<file path="config.mk">
export PLATFORM = sky130hd
export DESIGN_NAME = aims_top
export DESIGN_NICKNAME = d
export VERILOG_FILES = /design/src/include/aims_pkg.sv /design/src/hdl/aims_scan_step.sv /design/src/hdl/aims_top.sv
export VERILOG_INCLUDE_DIRS = /design/src /design/src/include
export SDC_FILE = /design/constraint.sdc
export NUM_CORES = 1
export LEC_CHECK = 0
export BUFFER_PORTS_ARGS = -buffer_cell sky130_fd_sc_hd__buf_2
export CAP_MARGIN = 20
export CORE_MARGIN = 4
export CORE_UTILIZATION = 53
export DETAILED_ROUTE_END_ITERATION = 8
export PLACE_DENSITY = 0.84
export SLEW_MARGIN = 20
export SYNTH_ARGS = -nofsm -noshare
export SYNTH_HDL_FRONTEND = slang
export SYNTH_SLANG_ARGS = --single-unit
</file>
<file path="constraint.sdc">
create_clock -name hclk -period 4.5 [get_ports hclk]
set_clock_uncertainty 0.15 [all_clocks]
set_input_delay 0.9 -clock hclk [delete_from_list [all_inputs] [get_ports hclk]]
set_output_delay 0.9 -clock hclk [all_outputs]
set_load 0.01 [all_outputs]
</file>
<file path="src/include/aims_consts.svh">
// Purpose: Addresses, field positions, masks and sizes of the ADC input selection block
// Assumes: One 32-bit AHB-Lite word per register
// Notes:   Definitions only
`ifndef AIMS_CONSTS_SVH
`define AIMS_CONSTS_SVH

// ----------------------------------------------------------------
// Register byte offsets
// ----------------------------------------------------------------
`define AIMS_OFS_CH123 5'h00
`define AIMS_OFS_CH0   5'h04
`define AIMS_OFS_SCAN  5'h08
`define AIMS_OFS_PORT  5'h0C
`define AIMS_OFS_CTRL  5'h10
`define AIMS_OFS_STAT  5'h14

// ----------------------------------------------------------------
// Implemented-bit masks and reset values
// ----------------------------------------------------------------
`define AIMS_MSK_CH123 16'h0707
`define AIMS_MSK_CH0   16'h9F9F
`define AIMS_MSK_NINE  16'h01FF
`define AIMS_MSK_CTRL  16'h000F
`define AIMS_RST_REG   16'h0000

// ----------------------------------------------------------------
// Field positions
// ----------------------------------------------------------------
`define AIMS_TRIO_POS_A 0
`define AIMS_TRIO_NEG_A 2:1
`define AIMS_TRIO_POS_B 8
`define AIMS_TRIO_NEG_B 10:9
`define AIMS_CH0_POS_A  4:0
`define AIMS_CH0_NEG_A  7
`define AIMS_CH0_POS_B  12:8
`define AIMS_CH0_NEG_B  15
`define AIMS_CTL_WIDE   0
`define AIMS_CTL_ALT    1
`define AIMS_CTL_SCAN   2
`define AIMS_CTL_DIS    3

// ----------------------------------------------------------------
// Codes and part sizes
// ----------------------------------------------------------------
`define AIMS_NEG_AN678   2'h2
`define AIMS_NEG_RSVD    2'h3
`define AIMS_PINS_LARGE  4'h9
`define AIMS_PINS_SMALL  4'h6
`define AIMS_MAXC_LARGE  5'h08
`define AIMS_MAXC_SMALL  5'h05
`define AIMS_PTR_NONE    4'hF

`endif

</file>
<file path="src/include/aims_pkg.sv">
// Purpose: Types of the ADC input selection block
// Assumes: Constants come from aims_consts.svh
// Notes:   All block state lives in one packed struct
`default_nettype none

package aims_pkg;

    // ----------------------------------------------------------------
    // Block state
    // ----------------------------------------------------------------
    typedef struct packed {
        logic        ph_wr;
        logic [4:0]  ph_addr;
        logic [15:0] ch123;
        logic [15:0] ch0;
        logic [15:0] scan;
        logic [15:0] port_cfg;
        logic [15:0] ctrl;
        logic        slot_b;
        logic [3:0]  scan_ptr;
        logic [31:0] hrdata;
        logic [3:0]  ch0_pos_sel;
        logic        ch0_pos_lowref;
        logic        ch0_neg_an1;
        logic        ch0_reserved;
        logic        trio_pos_hi;
        logic        trio_neg_an678;
        logic        trio_reserved;
        logic [8:0]  port_read_en;
        logic [8:0]  mux_ground;
    } aims_state_s;

endpackage

`default_nettype wire

</file>
<file path="src/hdl/aims_scan_step.sv">
// Purpose: Finds the next included input above a given index, wrapping to the lowest
// Assumes: Index 15 means no current input
// Notes:   found is low when no input is included
`default_nettype none

module aims_scan_step (
    // Inclusion mask and current index
    input wire logic [8:0] mask,
    input wire logic [3:0] cur,
    // Next index
    output logic [3:0] nxt,
    output logic found
);

    always_comb begin
        nxt = cur;
        found = 1'b0;
        for (int i = 8; i >= 0; i--) begin
            if (mask[i] && (4'(i) > cur)) begin
                nxt = 4'(i);
                found = 1'b1;
            end
        end
        if (!found) begin
            for (int i = 8; i >= 0; i--) begin
                if (mask[i]) begin
                    nxt = 4'(i);
                    found = 1'b1;
                end
            end
        end
    end

endmodule

`default_nettype wire

</file>
<file path="src/hdl/aims_top.sv">
// Purpose: AHB-Lite register block that steers the ADC analog input multiplexer and port buffers
// Assumes: Single word transfers; conv_done pulses once per finished conversion
// Notes:   Selection outputs change at the same edge at which a write lands
//
// Design decisions made here: the AHB-Lite interface to the registers and the register addresses.
`include "aims_consts.svh"
`default_nettype none

module aims_top #(
    parameter bit large_part = 1'b1
) (
    // Clock and reset
    input wire logic hclk,
    input wire logic hresetn,
    // AHB-Lite slave
    input wire logic hsel,
    input wire logic [31:0] haddr,
    input wire logic [1:0] htrans,
    input wire logic hwrite,
    input wire logic [2:0] hsize,
    input wire logic [31:0] hwdata,
    input wire logic hready,
    output logic [31:0] hrdata,
    output logic hreadyout,
    output logic hresp,
    // Converter sequencing
    input wire logic conv_done,
    // Analog multiplexer selects
    output logic [3:0] ch0_pos_sel,
    output logic ch0_pos_lowref,
    output logic ch0_neg_an1,
    output logic ch0_reserved,
    output logic trio_pos_hi,
    output logic trio_neg_an678,
    output logic trio_reserved,
    output logic slot_b,
    // Port pin control
    output logic [8:0] port_read_en,
    output logic [8:0] mux_ground
);

    aims_pkg::aims_state_s st;
    aims_pkg::aims_state_s next_st;
    logic [3:0] step_cur;
    logic [3:0] step_nxt;
    logic step_found;
    logic [8:0] pin_exists;
    logic [4:0] max_code;

    // ----------------------------------------------------------------
    // Part size
    // ----------------------------------------------------------------
    always_comb begin
        for (int i = 0; i < 9; i++) begin
            pin_exists[i] = 4'(i) < (large_part ? `AIMS_PINS_LARGE : `AIMS_PINS_SMALL);
        end
        max_code = large_part ? `AIMS_MAXC_LARGE : `AIMS_MAXC_SMALL;
    end

    // ----------------------------------------------------------------
    // Scan sequencer
    // ----------------------------------------------------------------
    assign step_cur = st.ctrl[`AIMS_CTL_SCAN] ? st.scan_ptr : `AIMS_PTR_NONE;

    aims_scan_step u_step (
        .mask(st.scan[8:0]),
        .cur(step_cur),
        .nxt(step_nxt),
        .found(step_found)
    );

    // ----------------------------------------------------------------
    // Next state
    // ----------------------------------------------------------------
    always_comb begin
        logic [4:0] pos;
        logic [1:0] tneg;
        logic scanning;
        next_st = st;
        pos = 5'h00;
        tneg = 2'h0;
        scanning = 1'b0;
        // Data phase of a write lands in the addressed register
        if (st.ph_wr) begin
            case (st.ph_addr)
                `AIMS_OFS_CH123: next_st.ch123 = hwdata[15:0] & `AIMS_MSK_CH123;
                `AIMS_OFS_CH0: next_st.ch0 = hwdata[15:0] & `AIMS_MSK_CH0;
                `AIMS_OFS_SCAN: next_st.scan = hwdata[15:0] & `AIMS_MSK_NINE;
                `AIMS_OFS_PORT: next_st.port_cfg = hwdata[15:0] & `AIMS_MSK_NINE;
                `AIMS_OFS_CTRL: next_st.ctrl = hwdata[15:0] & `AIMS_MSK_CTRL;
                default: ;
            endcase
        end
        // Sample slot advances per conversion in alternate mode, scan pointer per slot A conversion or when its input is excluded
        if (!st.ctrl[`AIMS_CTL_ALT]) begin
            next_st.slot_b = 1'b0;
        end else if (conv_done) begin
            next_st.slot_b = ~st.slot_b;
        end
        if (!st.ctrl[`AIMS_CTL_SCAN]) begin
            next_st.scan_ptr = step_found ? step_nxt : 4'h0;
        end else if (conv_done && !st.slot_b && step_found) begin
            next_st.scan_ptr = step_nxt;
        end else if (!st.scan[st.scan_ptr] && step_found) begin
            next_st.scan_ptr = step_nxt;
        end
        // Address phase
        next_st.ph_wr = 1'b0;
        if (hsel && htrans[1] && hready) begin
            next_st.ph_wr = hwrite;
            next_st.ph_addr = haddr[4:0];
            if (!hwrite) begin
                case (haddr[4:0])
                    `AIMS_OFS_CH123: next_st.hrdata = {16'h0000, next_st.ch123};
                    `AIMS_OFS_CH0: next_st.hrdata = {16'h0000, next_st.ch0};
                    `AIMS_OFS_SCAN: next_st.hrdata = {16'h0000, next_st.scan};
                    `AIMS_OFS_PORT: next_st.hrdata = {16'h0000, next_st.port_cfg};
                    `AIMS_OFS_CTRL: next_st.hrdata = {16'h0000, next_st.ctrl};
                    `AIMS_OFS_STAT: next_st.hrdata = {26'h0000000, next_st.scan_ptr, next_st.slot_b, 1'b0};
                    default: next_st.hrdata = 32'h00000000;
                endcase
            end
        end
        // Channel 0 selection
        pos = next_st.slot_b ? next_st.ch0[`AIMS_CH0_POS_B] : next_st.ch0[`AIMS_CH0_POS_A];
        scanning = !next_st.slot_b && next_st.ctrl[`AIMS_CTL_SCAN];
        if (scanning) begin
            pos = {1'b0, next_st.scan_ptr};
        end
        next_st.ch0_pos_sel = pos[3:0];
        next_st.ch0_reserved = !scanning && (pos > max_code);
        next_st.ch0_pos_lowref = scanning && !(next_st.scan[next_st.scan_ptr] && pin_exists[next_st.scan_ptr]);
        next_st.ch0_neg_an1 = next_st.slot_b ? next_st.ch0[`AIMS_CH0_NEG_B] : next_st.ch0[`AIMS_CH0_NEG_A];
        // Channels 1 to 3 selection, 10-bit mode only
        tneg = next_st.slot_b ? next_st.ch123[`AIMS_TRIO_NEG_B] : next_st.ch123[`AIMS_TRIO_NEG_A];
        next_st.trio_pos_hi = !next_st.ctrl[`AIMS_CTL_WIDE]
            && (next_st.slot_b ? next_st.ch123[`AIMS_TRIO_POS_B] : next_st.ch123[`AIMS_TRIO_POS_A]);
        next_st.trio_neg_an678 = !next_st.ctrl[`AIMS_CTL_WIDE] && large_part && (tneg == `AIMS_NEG_AN678);
        next_st.trio_reserved = next_st.ctrl[`AIMS_CTL_WIDE] || (tneg == `AIMS_NEG_RSVD)
            || (!large_part && (tneg == `AIMS_NEG_AN678));
        // Port pins
        for (int i = 0; i < 9; i++) begin
            if (!pin_exists[i]) begin
                next_st.port_read_en[i] = 1'b0;
                next_st.mux_ground[i] = 1'b0;
            end else if (next_st.ctrl[`AIMS_CTL_DIS]) begin
                next_st.port_read_en[i] = 1'b1;
                next_st.mux_ground[i] = 1'b1;
            end else begin
                next_st.port_read_en[i] = next_st.port_cfg[i];
                next_st.mux_ground[i] = next_st.port_cfg[i];
            end
        end
    end

    // ----------------------------------------------------------------
    // State register
    // ----------------------------------------------------------------
    always_ff @(posedge hclk or negedge hresetn) begin
        if (!hresetn) begin
            st <= '0;
        end else begin
            st <= next_st;
        end
    end

    // ----------------------------------------------------------------
    // Outputs
    // ----------------------------------------------------------------
    assign hrdata = st.hrdata;
    assign hreadyout = 1'b1;
    assign hresp = 1'b0;
    assign ch0_pos_sel = st.ch0_pos_sel;
    assign ch0_pos_lowref = st.ch0_pos_lowref;
    assign ch0_neg_an1 = st.ch0_neg_an1;
    assign ch0_reserved = st.ch0_reserved;
    assign trio_pos_hi = st.trio_pos_hi;
    assign trio_neg_an678 = st.trio_neg_an678;
    assign trio_reserved = st.trio_reserved;
    assign slot_b = st.slot_b;
    assign port_read_en = st.port_read_en;
    assign mux_ground = st.mux_ground;
endmodule

`default_nettype wire

</file>
==> results.json <==
{
  "synth_area_leaders": "dfrtp_1 (50%), buf_4 (6.8%), mux2_2 (4.6%)",
  "synthTopCellsByCount": "dfrtp_1 (126), buf_4 (57), nand2_1 (45), and2_1 (40), inv_1 (36)",
  "layout.nets": 701,
  "async_flop_share": 1.00,
  "tightest_slew_ps": 1090,
  "seq_area_um2": 3150,
  "core-area_um2": 11600,
  "power_w": 0.00353,
  "cts_resized": 0,
  "synth_warnings": 0,
  "slew_violations": 0,
  "ir_worst_vdd_v": 0.000327,
  "syn_to_final_growth_pct": 10.9,
  "die_area_um2": 13700,
  "synth-seq-area-share": 0.499,
  "cts_tree": "yes",
  "cts_htree_levels": 4,
  "critPathMaxFanout": 15,
  "grt-ovfl-total": 0,
  "fin_crit_ps": 3790,
  "cts_setup_buffers": 0,
  "antenna_found_initial": 0,
  "postSynthAreaPerCell_um2": 10.6,
  "numPortBuffers": 70,
  "synth_edf_count": 0,
  "p_leak_nw": 3.48,
  "synth_ff_type": "dfrtp_1",
  "grt_max_degree": 90,
  "multi_input_area_um2": 2530,
  "yosys.cell_count.top_type": "dfrtp_1",
  "clk_latency_ps": 410,
  "initial_utilization": 0.546,
  "firstDrtPassIters": 5,
  "finalCritPeriodShare": 0.841,
  "p_per_area_nw_per_um2": 504,
  "grt_pass1_vias": 4792,
  "rows": 39,
  "crit_slowest_cell": "dfrtp_1",
  "synth_area_leader_cell": "dfrtp_1",
  "yosysUniqueCellTypes": 67,
  "nFillCells": 919,
  "vias": 4688,
  "maxCapViolCount": 0,
  "die_y_um": 117,
  "yosysTopAreaCellShare": 0.499,
  "arrival_ps": 3950,
  "antenna_cells": 0,
  "route.detailed.drc": 0,
  "netlist_instances": 595,
  "fin_setup_tns_ps": 0,
  "wl_mm": 15.6,
  "clk_pin_slew_ps": 50,
  "start_kind": "flip-flop",
  "crit_path_max_incr_delay_ps": 710,
  "rsz0062_at_grt": "no",
  "io_pins": 138,
  "gp_congestion": 0.916,
  "viasPerCell": 6.02,
  "crit_chain": "nand2_1 -> a32oi_1 -> o21ai_0 -> o32a_1 -> o2bb2ai_4 -> mux2_2 -> mux4_2 -> nand2b_4 -> a211oi_2",
  "grt_pass1_wl_mm": 24.5,
  "cts_hold_buf": 0,
  "finalHoldViolCount": 0,
  "antenna_left": 0,
  "clockBufferDepth": 2,
  "endpoint_kind": "flip-flop",
  "finalSetupViolations": 0,
  "first_iter_violations": 556,
  "max_clock_freq_mhz": 264,
  "status": "finished clean",
  "cts_buffers": 17,
  "path_class": "flip-flop to flip-flop",
  "cp.required_ps": 4670,
  "die_x_um": 117,
  "hpwlAfterDp_mm": 10.6,
  "yosys_register_bits": 126,
  "hp-class": "flip-flop to flip-flop",
  "grtUsageTotal": 0.236,
  "wire_per_inst_um": 20.0,
  "cts_root_buf": "clkbuf_16",
  "cts_num_sinks": 126,
  "drive_above_1_share": 0.228,
  "netlist_area_um2": 6320,
  "max_slew_margin": 0.270
}
## path summary, 6_finish.rpt
path	endpoint	startpoint	slack [ps]	cells past startpoint
hold / removal	st[143]$_DFF_PN0_	st[143]$_DFF_PN0_	330	1
setup reg to reg	ch0_pos_lowref$_DFF_PN0_	st[61]$_DFF_PN0_	710	9
max in group asynchronous	st[99]$_DFF_PN0_	hresetn	2990	2
setup / recovery	ch0_pos_lowref$_DFF_PN0_	st[61]$_DFF_PN0_	710	9
min in group asynchronous	st[95]$_DFF_PN0_	hresetn	400	1
hold reg to reg	st[143]$_DFF_PN0_	st[143]$_DFF_PN0_	330	1
## cells in the final DEF (no fill, tap or decap), types with 4 or more instances in the layout
cell	n
nand3_1	5
a22o_1	11
nor2_1	31
clkbuf_16	17
nand2b_1	4
a22oi_1	11
buf_4	9
a221oi_1	7
nor2b_1	6
buf_2	69
mux2i_1	29
nor4_1	4
clkbuf_1	4
a211oi_1	4
conb_1	18
o21ai_0	28
dfrtp_1	126
and2_1	40
inv_1	36
mux2_2	26
o22ai_1	4
a21oi_1	24
nand2_1	45
## layout make-up
| cell class | count | share of cell area |
|---|---|---|
| multi-input combinational | 365 | 0.361 |
| inverter | 36 | 0.0193 |
| clock buffer | 23 | 0.0668 |
| tap | 143 | 0.0255 |
| clock inverter | 7 | 0.0161 |
| sequential | 126 | 0.450 |
| timing repair buffer | 79 | 0.0606 |
## cells by family (layout without fill, tap and decap cells)
| group | after synthesis | count (layout) | synth area share |
|---|---|---|---|
| other cells | 2 | 18 | 0.00119 |
| simple gates | 162 | 162 | 0.135 |
| buf+inv | 120 | 145 | 0.110 |
| flops | 126 | 126 | 0.499 |
| compound gates | 124 | 124 | 0.142 |
| mux | 60 | 60 | 0.110 |
| fa+ha+maj | 1 | 1 | 0.00198 |
## registers in the layout, indices dropped and copies added (netlist names)
name and cells:
trio_neg_an678 1, slot_b 1, ch0_pos_sel 4, ch0_reserved 1
ch0_neg_an1 1, trio_reserved 1, trio_pos_hi 1, ch0_pos_lowref 1
st 90, mux_ground 9, hrdata 16
## metal layers
metal,part of all wire,global-route usage
met1,0.41,0.303
met2,0.49,0.377
met3,0.073,0.0581
met4,0.035,0.115
met5,0,0
## power by group
group | internal, W | switching (W)
clock | 0.000890 | 0.000464
sequential | 0.00125 | 0.000142
combinational | 0.000315 | 0.000464
total | 0.00246 | 0.00107
## metrics by stage
stage | cell area (µm²) | hold slack [ps] | setup WS, ps | instances | util
floorplan | 6380 | 300 | 1120 | 611 | -
global placement | 6420 | 315 | 705 | 749 | 0.555
detailed placement | 6420 | 316 | 690 | 749 | 0.555
CTS | 7000 | 329 | 774 | 779 | 0.605
global route | 7000 | 342 | 584 | 779 | 0.606
finish | 7000 | 326 | 715 | 779 | 0.606
## worst max-delay path: cells and delay by family (launching register included)
| kind | cells | cell delay, ps |
|---|---|---|
| compound gates | 5 | 1670 |
| mux | 2 | 860 |
| flops | 1 | 710 |
| simple gates | 2 | 300 |
Power figures use the tool's default switching activity.
